File: config.mk
export PLATFORM = sky130hd
export DESIGN_NAME = cardbus_socket_mask_and_state
export DESIGN_NICKNAME = d
export VERILOG_FILES = /design/src/hw/socket_event_flags.v /design/src/hw/cardbus_socket_mask_and_state.v
export VERILOG_INCLUDE_DIRS = /design/src /design/src/common
export SDC_FILE = /design/constraint.sdc
export NUM_CORES = 1
export LEC_CHECK = 0
export BUFFER_PORTS_ARGS = -buffer_cell sky130_fd_sc_hd__buf_2
export CAP_MARGIN = 5
export CORE_MARGIN = 3
export CORE_UTILIZATION = 44
export DETAILED_ROUTE_END_ITERATION = 6
export HOLD_SLACK_MARGIN = 0.03
export PLACE_DENSITY = 0.8
export SLEW_MARGIN = 15
export SYNTH_ARGS = -nofsm -noshare
export SYNTH_HDL_FRONTEND = slang
export SYNTH_SLANG_ARGS = --single-unit
export TNS_END_PERCENT = 1
File: constraint.sdc
create_clock -name clock_i -period 2.34 [get_ports clock_i]
set_input_delay 0.702 -clock clock_i [delete_from_list [all_inputs] [get_ports clock_i]]
set_output_delay 0.702 -clock clock_i [all_outputs]
set_load 0.01 [all_outputs]
File: src/common/socket_regs_map.vh
// register offsets, field positions and reset values of the socket bank
`ifndef SOCKET_REGS_MAP_VH
`define SOCKET_REGS_MAP_VH
`define ADDR_W 5
`define OFS_EVENT 5'h00
`define OFS_IRQ_ENABLE 5'h04
`define OFS_CONDITION 5'h08
`define OFS_FORCE 5'h0c
// interrupt enable fields
`define EN_PWR_BIT 3
`define EN_CD_HI 2
`define EN_CD_LO 1
`define EN_CSTS_BIT 0
`define EN_RESET 4'h0
`define CD_ENABLE_CODE 2'b11
// event flag positions
`define EV_PWR 3
`define EV_CD2 2
`define EV_CD1 1
`define EV_CSTS 0
// current condition fields
`define CC_YY_SOCK 31
`define CC_XX_SOCK 30
`define CC_3V3_SOCK 29
`define CC_5V_SOCK 28
`define CC_VOLT_HI 13
`define CC_VOLT_LO 10
`define CC_FAULT_HI 9
`define CC_FAULT_LO 7
`define CC_READY 6
`define CC_CARDBUS 5
`define CC_16BIT 4
`define CC_POWERED 3
`define CC_CD2 2
`define CC_CD1 1
`define CC_CSTS 0
`define SOCK_CAP_RESET 4'h3
// synchroniser and mirror reset levels: detect pins high, socket empty
`define PIN_SYNC_RESET 6'h03
`define CD_EMPTY_LEVEL 1'b1
`define LEVEL_RESET 4'h6
// force event fields
`define FE_SOCK_HI 31
`define FE_SOCK_LO 28
`define FE_CVSTEST 14
`define FE_VOLT_HI 13
`define FE_VOLT_LO 10
`define FE_FAULT_HI 9
`define FE_FAULT_LO 7
`define FE_EVENT_HI 3
`define FE_EVENT_LO 0
`endif

File: src/hw/socket_event_flags.v
// sticky socket event flags and the masked status-change request
`timescale 1ns/1ps
`include "socket_regs_map.vh"
module socket_event_flags (
  input wire clock_i,
  input wire reset_i,
  input wire ctx_clear_i,
  input wire cardbus_mode_i,
  input wire [3:0] level_i,
  input wire [3:0] w1c_i,
  input wire [3:0] force_i,
  input wire [3:0] enable_i,
  output reg [3:0] flags_o,
  output wire irq_req_o
);
  reg [3:0] level_prev_reg;
  reg [3:0] flags_next;
  wire [3:0] change;
  wire csts_rise;
  wire csts_edge;
  wire cd_enabled;

  // previous levels for edge detection; reset matches an empty socket,
  // so leaving reset does not fake a card-detect edge
  always @(posedge clock_i or posedge reset_i) begin
    if (reset_i) begin
      level_prev_reg <= `LEVEL_RESET;
    end else begin
      level_prev_reg <= level_i;
    end
  end

  assign change = level_i ^ level_prev_reg;
  assign csts_rise = level_i[`EV_CSTS] & ~level_prev_reg[`EV_CSTS];
  // cardbus cards flag rising edges only, 16-bit cards both edges
  assign csts_edge = cardbus_mode_i ? csts_rise : change[`EV_CSTS];

  // flags react whatever the enables say; set beats a same-cycle clear
  always @* begin
    flags_next = flags_o & ~w1c_i;
    flags_next[`EV_PWR] = flags_next[`EV_PWR] | change[`EV_PWR];
    flags_next[`EV_CD2] = flags_next[`EV_CD2] | change[`EV_CD2];
    flags_next[`EV_CD1] = flags_next[`EV_CD1] | change[`EV_CD1];
    flags_next[`EV_CSTS] = flags_next[`EV_CSTS] | csts_edge;
    flags_next = flags_next | force_i;
  end

  always @(posedge clock_i or posedge reset_i) begin
    if (reset_i) begin
      flags_o <= 4'h0;
    end else if (ctx_clear_i) begin
      flags_o <= 4'h0;
    end else begin
      flags_o <= flags_next;
    end
  end

  // reserved card-detect codes count as disabled
  assign cd_enabled = (enable_i[`EN_CD_HI:`EN_CD_LO] == `CD_ENABLE_CODE);
  // stale flags raise the request as soon as they are enabled
  assign irq_req_o = (flags_o[`EV_PWR] & enable_i[`EN_PWR_BIT]) |
    ((flags_o[`EV_CD2] | flags_o[`EV_CD1]) & cd_enabled) |
    (flags_o[`EV_CSTS] & enable_i[`EN_CSTS_BIT]);
endmodule

File: src/hw/cardbus_socket_mask_and_state.v
// socket interrupt enable and current condition registers of the socket
// Notes on behaviour
// - event flags keep setting on changes; enables only gate the interrupt.
// - enable bits 31-4 and condition bits 27-14 read as zero.
// - enable bit 3 lets power-cycle events interrupt; default blocks.
// - card-detect enable field bits 2-1: 00 blocks, 11 enables.
// - enable bit 0 lets card status events interrupt; default blocks.
// - context bits clear on global reset, or bus reset if pme disabled.
// - force-event writes show up in the current condition register.
// - card voltage and type bits take identification results only when a card is inserted.
// - card-detect changes during identification are hidden.
// - condition resets to 3000_00xx; bits 6, 2-0 follow pins.
// - yy and xx volt socket bits read 0 unless forced.
// - 5 volt socket bit reads 1 unless forced or device control bit 6 overrides.
// - card voltage bits 13-10 read-only, set by force-event ones.
// - interrupt whenever an enabled event flag is set, old ones too.
// - card status flag on rising edge for cardbus, both for 16-bit.
// - bit 0 status pin, bits 1-2 detect pins, bit 3 power state.
`timescale 1ns/1ps
`include "socket_regs_map.vh"
module cardbus_socket_mask_and_state (
  input wire clock_i,
  input wire reset_i,
  input wire bus_reset_i,
  input wire pme_enable_i,
  input wire [`ADDR_W-1:0] reg_addr_i,
  input wire reg_wr_i,
  input wire reg_rd_i,
  input wire [31:0] reg_wdata_i,
  input wire card_detect_pin_one_i,
  input wire card_detect_pin_two_i,
  input wire card_status_change_pin_i,
  input wire ready_pin_i,
  input wire socket_powered_i,
  input wire socket_5v_disable_i,
  input wire ident_busy_i,
  input wire ident_done_i,
  input wire ident_cardbus_i,
  input wire ident_16bit_i,
  input wire ident_notacard_i,
  input wire [3:0] ident_volt_i,
  output reg [31:0] reg_rdata_o,
  output reg status_change_interrupt_o,
  output reg reinterrogate_o,
  output reg [3:0] event_flags_o
);
  // two-stage synchronisers for the card pins and the bus reset
  reg [5:0] pin_meta_reg;
  reg [5:0] pin_sync_reg;
  wire [5:0] pin_async;
  wire cd1_s;
  wire cd2_s;
  wire csts_s;
  wire ready_s;
  wire bus_reset_s;
  wire ctx_clear;

  // condition register state
  reg [3:0] sock_cap_reg;
  reg [3:0] card_volt_reg;
  reg [2:0] fault_reg;
  reg cardbus_reg;
  reg bit16_reg;
  reg powered_reg;
  reg cd1_reg;
  reg cd2_reg;
  reg csts_reg;
  reg ready_reg;
  reg [3:0] irq_enable_reg;

  // decoded accesses
  wire wr_event;
  wire wr_enable;
  wire wr_force;
  wire card_present;
  wire [3:0] flags;
  wire irq_req;
  wire [3:0] w1c;
  wire [3:0] force_ev;
  wire [3:0] levels;
  wire [31:0] condition;
  wire [31:0] enable_word;
  reg [31:0] rdata_next;

  assign pin_async = {bus_reset_i, socket_powered_i, ready_pin_i,
    card_status_change_pin_i, card_detect_pin_two_i,
    card_detect_pin_one_i};

  // the first stage is read only by the second stage
  always @(posedge clock_i or posedge reset_i) begin
    if (reset_i) begin
      pin_meta_reg <= `PIN_SYNC_RESET;
      pin_sync_reg <= `PIN_SYNC_RESET;
    end else begin
      pin_meta_reg <= pin_async;
      pin_sync_reg <= pin_meta_reg;
    end
  end

  assign cd1_s = pin_sync_reg[0];
  assign cd2_s = pin_sync_reg[1];
  assign csts_s = pin_sync_reg[2];
  assign ready_s = pin_sync_reg[3];
  assign bus_reset_s = pin_sync_reg[5];

  // bus reset clears context bits only while pme is off
  assign ctx_clear = bus_reset_s & ~pme_enable_i;

  assign wr_event = reg_wr_i & (reg_addr_i == `OFS_EVENT);
  assign wr_enable = reg_wr_i & (reg_addr_i == `OFS_IRQ_ENABLE);
  assign wr_force = reg_wr_i & (reg_addr_i == `OFS_FORCE);

  // detect pins are active low, so both low means a card sits there
  assign card_present = ~cd1_reg & ~cd2_reg;

  // interrupt enable register, context bits
  always @(posedge clock_i or posedge reset_i) begin
    if (reset_i) begin
      irq_enable_reg <= `EN_RESET;
    end else if (ctx_clear) begin
      irq_enable_reg <= `EN_RESET;
    end else if (wr_enable) begin
      irq_enable_reg <= reg_wdata_i[3:0];
    end
  end

  // live levels; the detect mirrors freeze while identification drives
  // those pins, so the bus never sees our own probing
  always @(posedge clock_i or posedge reset_i) begin
    if (reset_i) begin
      csts_reg <= 1'b0;
      ready_reg <= 1'b0;
      cd1_reg <= `CD_EMPTY_LEVEL; // idle pin level, no false event
      cd2_reg <= `CD_EMPTY_LEVEL;
      powered_reg <= 1'b0;
    end else begin
      csts_reg <= csts_s;
      ready_reg <= ready_s;
      if (ctx_clear) begin
        cd1_reg <= 1'b0;
        cd2_reg <= 1'b0;
        powered_reg <= 1'b0;
      end else begin
        powered_reg <= pin_sync_reg[4];
        if (!ident_busy_i) begin
          cd1_reg <= cd1_s;
          cd2_reg <= cd2_s;
        end
      end
    end
  end

  // socket capability: yy/xx off, 3.3 on, unless forced by software
  always @(posedge clock_i or posedge reset_i) begin
    if (reset_i) begin
      sock_cap_reg <= `SOCK_CAP_RESET;
    end else if (wr_force) begin
      sock_cap_reg <= reg_wdata_i[`FE_SOCK_HI:`FE_SOCK_LO];
    end
  end

  // card voltage and type bits move only on identification of an
  // inserted card; force writes can still set voltage bits
  always @(posedge clock_i or posedge reset_i) begin
    if (reset_i) begin
      card_volt_reg <= 4'h0;
      cardbus_reg <= 1'b0;
      bit16_reg <= 1'b0;
      fault_reg <= 3'h0;
    end else if (ctx_clear) begin
      card_volt_reg <= 4'h0;
      cardbus_reg <= 1'b0;
      bit16_reg <= 1'b0;
      fault_reg <= 3'h0;
    end else begin
      if (ident_done_i && card_present) begin
        card_volt_reg <= ident_volt_i;
        cardbus_reg <= ident_cardbus_i;
        bit16_reg <= ident_16bit_i;
        fault_reg[0] <= ident_notacard_i;
      end else if (wr_force) begin
        card_volt_reg <= card_volt_reg |
          reg_wdata_i[`FE_VOLT_HI:`FE_VOLT_LO];
        fault_reg <= fault_reg |
          reg_wdata_i[`FE_FAULT_HI:`FE_FAULT_LO];
      end
    end
  end

  // a cvstest write asks the socket logic to probe the card again
  always @(posedge clock_i or posedge reset_i) begin
    if (reset_i) begin
      reinterrogate_o <= 1'b0;
    end else begin
      reinterrogate_o <= wr_force & reg_wdata_i[`FE_CVSTEST];
    end
  end

  assign w1c = wr_event ? reg_wdata_i[3:0] : 4'h0;
  assign force_ev = wr_force ?
    reg_wdata_i[`FE_EVENT_HI:`FE_EVENT_LO] : 4'h0;
  assign levels = {powered_reg, cd2_reg, cd1_reg, csts_reg};

  socket_event_flags u_flags (
    .clock_i(clock_i),
    .reset_i(reset_i),
    .ctx_clear_i(ctx_clear),
    .cardbus_mode_i(cardbus_reg),
    .level_i(levels),
    .w1c_i(w1c),
    .force_i(force_ev),
    .enable_i(irq_enable_reg),
    .flags_o(flags),
    .irq_req_o(irq_req)
  );

  // registered interrupt and flag copies for the outside
  always @(posedge clock_i or posedge reset_i) begin
    if (reset_i) begin
      status_change_interrupt_o <= 1'b0;
      event_flags_o <= 4'h0;
    end else begin
      status_change_interrupt_o <= irq_req;
      event_flags_o <= flags;
    end
  end

  // 5 v socket capability is pulled by the device control strap bit
  assign condition = {sock_cap_reg[3:1],
    sock_cap_reg[0] & ~socket_5v_disable_i,
    14'h0000,
    card_volt_reg, fault_reg, ready_reg, cardbus_reg, bit16_reg,
    powered_reg, cd2_reg, cd1_reg, csts_reg};
  assign enable_word = {28'h0000000, irq_enable_reg};

  // read mux; unmapped offsets and the write-only force register read 0
  always @* begin
    case (reg_addr_i)
      `OFS_EVENT: begin
        rdata_next = {28'h0000000, flags};
      end
      `OFS_IRQ_ENABLE: begin
        rdata_next = enable_word;
      end
      `OFS_CONDITION: begin
        rdata_next = condition;
      end
      default: begin
        rdata_next = 32'h00000000;
      end
    endcase
  end

  // read data is captured on the strobe and held until the next read
  always @(posedge clock_i or posedge reset_i) begin
    if (reset_i) begin
      reg_rdata_o <= 32'h00000000;
    end else if (reg_rd_i) begin
      reg_rdata_o <= rdata_next;
    end
  end
endmodule

; After elaboration in Yosys (flattened, before gate mapping)
; Index checks and enable logic that the tools add are counted.
[totals]
regBits = 80
elab_cells = 85
[op_classes]
eq_ne = 6
mux = 23
bitwise_logic = 29
n_reduce_logical = 7
[op_table]
columns = operator, n
row1 = $pmux W32 S3, 1
row2 = $mux W4, 8
row3 = $and A1 B1 Y1, 11
row4 = $mux W1, 11
row5 = $eq A5 B4 Y1 const B, 2
row6 = $or A4 B4 Y4, 2
row7 = $or A1 B1 Y1, 7
row8 = $mux W3, 2
row9 = $reduce_bool A2 Y1, 3
row10 = $eq A5 B3 Y1 const B, 1
row11 = $logic_not A5 Y1, 1
row12 = $not A1 Y1, 5
row13 = $and A4 B4 Y4, 1
row14 = $not A4 Y4, 1
row15 = $xor A4 B4 Y4, 1
row16 = $or A3 B3 Y3, 1
row17 = $reduce_bool A3 Y1, 1
row18 = $eq A2 B2 Y1 const B, 1
row19 = $mux W2, 1
row20 = $ne A2 B1 Y1 const B, 1
row21 = $ne A2 B2 Y1 const B, 1
row22 = $reduce_and A2 Y1, 1
row23 = $logic_and A1 B1 Y1, 1

; Longest topological paths before layout
[depth]
ltp_word = 8
depth_mapped = 5

; Modules after synthesis
; Synthesis repeated with hierarchy kept, for this count alone.
[hier_totals]
hier_cells = 213
hier_area_um2 = 2696.3
[modules_own_cells]
columns = module, n_inst, cells_per_inst, area_each_um2, seq_area_each_um2
row1 = cardbus_socket_mask_and_state, 1, 182, 2343.5, 1461.4
row2 = socket_event_flags, 1, 31, 352.8, 202.7

; Worst setup path before layout
; OpenSTA, ideal clock, no wires.
[synth_path]
kind = input to register
start = input port reg_addr_i[4]
end = register u_flags.flags_o[0]
setup_ns = 0.137
t_arrival_ns = 1.464
setup_slack_ns = 0.739
path_stages = 3
path_cell_list = or3_4 -> o41ai_2 -> a31oi_1
[synth_via]
elab_chain_len = 8
[synth_rtl]
columns = element, line_no
row1 = "start, declared", cardbus_socket_mask_and_state.v:26  ; input wire [`ADDR_W-1:0] reg_addr_i,
row2 = $logic_not A5 Y1, n/a
row3 = $and A1 B1 Y1, cardbus_socket_mask_and_state.v:109  ; assign wr_event = reg_wr_i & (reg_addr_i == `OFS_EVENT);
row4 = $mux W4, cardbus_socket_mask_and_state.v:199  ; assign w1c = wr_event ? reg_wdata_i[3:0] : 4'h0;
row5 = $not A4 Y4, socket_event_flags.v:40  ; flags_next = flags_o & ~w1c_i;
row6 = $and A4 B4 Y4, socket_event_flags.v:40
row7 = $or A1 B1 Y1, socket_event_flags.v:44  ; flags_next[`EV_CSTS] = flags_next[`EV_CSTS] | csts_edge;
row8 = $or A4 B4 Y4 *, socket_event_flags.v:45  ; flags_next = flags_next | force_i;
row9 = $mux W4 *, socket_event_flags.v:51  ; end else if (ctx_clear_i) begin
row10 = "end signal, assigned", socket_event_flags.v:54  ; flags_o <= flags_next;
row11 = "end, declared", socket_event_flags.v:13  ; output reg [3:0] flags_o,
; Mark *: on every way between the ends. The rest lies on a longest branch, timed or not.
; A chain may end at the register's enable or synchronous reset.

; Final worst setup path
[layout_path]
start = input port reg_addr_i[0]
end = register u_flags.flags_o[1]
[layout_via]
elab_chain_len = 8
[layout_rtl]
columns = element, line_no
row1 = $logic_not A5 Y1, n/a
row2 = $and A1 B1 Y1, cardbus_socket_mask_and_state.v:109
row3 = $mux W4, cardbus_socket_mask_and_state.v:199
row4 = $not A4 Y4, socket_event_flags.v:40
row5 = $and A4 B4 Y4, socket_event_flags.v:40
row6 = $or A1 B1 Y1, socket_event_flags.v:43  ; flags_next[`EV_CD1] = flags_next[`EV_CD1] | change[`EV_CD1];
row7 = $or A4 B4 Y4 *, socket_event_flags.v:45
row8 = $mux W4 *, socket_event_flags.v:51
; Marked as above.

==> out/metrics.cfg <==
[placement]
dpl.hpwl_um = 3800
port_buffers = 65
place.gp.congestion = 0.852

[drt]
dr.pass1.iters = 4
routed_wl_um = 5640
route.vias.total = 1889
wl_per_cell_um = 15.7
via_per_inst = 5.26
antenna_left = 0
drc = 0
drtIter0Drc = 137

[synthesis]
syn_inst = 210
synth-compound-area-share_pct = 16.3
yosysSeqAreaShare_pct = 61.0
ys.flop_type = dfrtp_1
avgSynthCellArea_um2 = 13.0
synth-xor-area-share_pct = 0.963
synth_warnings = 0
synthArstFlopShare_pct = 100
synth_top_family_by_area = compound AO/OA/AOI/OAI gates
ys_types = 42
synth_enable_flop_cells = 0
synth-seq-cells = 66
synth_mux_area_share_pct = 4.40
synth_top_cell_area_share_pct = 51.4
synth-simple-area-share_pct = 9.72
syn_area_um2 = 2730
synth_fa_ha_area_share_pct = 0.459
ys_top_cells_by_area = dfrtp_1 (51%), dfstp_2 (9.6%), a22o_1 (4.2%)
yosysTopAreaCell = dfrtp_1

[pwr]
max-vdd-ir-drop_mv = 0.472
leakage_nw = 1.63
power.total_w = 0.00251
power_density_nw_per_um2 = 767

[cells_and_area]
diodes = 0
final_nets = 338
final_common_cell = buf_2
final_cell_mix = buf_2 (65), dfrtp_1 (56), conb_1 (14)
syn_to_final_growth_pct = 19.9
drive_above_1_share_pct = 39.4
largest_register_ff_count = 18

[grt]
grt_max_degree = 67
grt_pass1_wl_um = 9210
antenna_found_initial = 0
grt_pass1_vias = 1834
grt-ovfl-total = 0
track_usage_pct = 16.4

[die]
initial_core_util_pct = 45.8
die_w_um = 84.8
die_area_um2 = 7180
num_rows = 28
die_h_um = 84.8
num_io_pins = 96
core_area_um2 = 5960

[sta]
skew_ns = 0.0108
hold_viol = 0
relSlewSlack_pct = 59.4
tns_ns = 0
fin_crit_ns = 1.62
fmax_mhz = 617
timing.final.crit_share_pct = 69.3
rsz0062_at_grt = false
setup_viol = 0
worstMarginPinSlew_ns = 0.606
slew_violations = 0

[worst_setup_path]
critical_path_class = in2reg
start_kind = primary input
end_kind = flip-flop
crit_path_max_fanout = 11
cp.arrival_ns = 1.87
required_ns = 2.59

[clock_tree]
ctsResizeCount = 0
htreeDepth = 3
cts_buffers = 9
cts_tree = yes
clock_path_buffers = 2
clock-sinks = 66
cts_hold_buf = 0
clk_pin_slew_ns = 0.07
postCtsSetupRepairBufs = 0
cts-root-buf = clkbuf_8
worstSkewPairLatency_ns = 0.33

[hold_path]
hold_class = reg2reg

[flow_run]
drv_cap = 0

[status]
status = finished clean

## final cells by class
class                   count  area, um2
clock buffers              13        159
inverters                   4       18.8
clock inverters             3       40.0
repair buffers             70        375
fillers                   530       2680
multi-input cells         128        922
well taps                  75       93.8
flip-flops and latches     66       1660
## report_power, final
part           total (W)  internal (W)  switching, W
combinational   0.000269      0.000124      0.000145
sequential       0.00129       0.00124     0.0000543
clock           0.000953      0.000548      0.000405
## cells by family (layout without fill, tap and decap cells)
group	count (synthesis)	count (layout)
xor gates and xnor gates	3	3
other	1	14
adders and majority gates	1	1
AOI/OAI and AO/OA	53	53
buffers and inverters	29	90
muxes	10	10
DFF	66	66
and+or+nand+nor	47	47
## routing by layer
| layer | GRT usage, % | vias up | routed length, um |
|---|---|---|---|
| li1 | - | 870 | - |
| met1 | 23.7 | 940 | 2600 |
| met2 | 23.7 | 74 | 2640 |
| met3 | 4.42 | 5 | 336 |
| met4 | 6.04 | 0 | 55 |
| met5 | 0 | - | 0 |
## critical path, cell delays in order
cell and delay (ns):
buf_2 0.12, and4bb_1 0.50, buf_4 0.27, a31oi_1 0.10, a21oi_1 0.16
## stage by stage
step                      std cells  util, %  cell area [um2]  hold WS [ns]  setup WS (ns)
final                           359     55.0             3270         0.350          0.718
after global routing            359     55.0             3270         0.359          0.617
after CTS                       359     55.0             3270         0.352          0.726
after detailed placement        343     51.6             3070         0.336          0.381
after global placement          343     51.6             3070         0.332          0.399
after floorplan                 223        -             2780         0.331          0.739
## worst paths after layout
path,from,to,slack (ns),cells after the start
worst max-delay path,reg_addr_i[0],u_flags.flags_o[1],0.72,5
worst min-delay path,pin_meta_reg[4],pin_sync_reg[4],0.35,0
worst max register to register,cd2_reg,fault_reg[1],0.94,3
worst min register to register,pin_meta_reg[4],pin_sync_reg[4],0.35,0
max in group asynchronous,reset_i,sock_cap_reg[0],1.55,3
min in group asynchronous,reset_i,reg_rdata_o[7],0.45,3
## Yosys cell counts (2+ instances only)
cell,n
a22o_1,13
a2bb2oi_1,4
buf_2,3
buf_6,3
mux2i_1,6
and3_1,2
o41ai_2,4
nand2_1,11
buf_4,15
clkbuf_1,3
a21oi_1,10
nor3_1,5
xor2_1,3
dfrtp_1,56
a41oi_2,2
nor2b_1,2
inv_1,3
nor2_1,11
dfstp_2,10
nand3_1,6
o21ai_0,4
a31oi_1,4
o2bb2ai_1,4
a311oi_1,5
mux2_4,4
(Power assumes the default switching activity.)
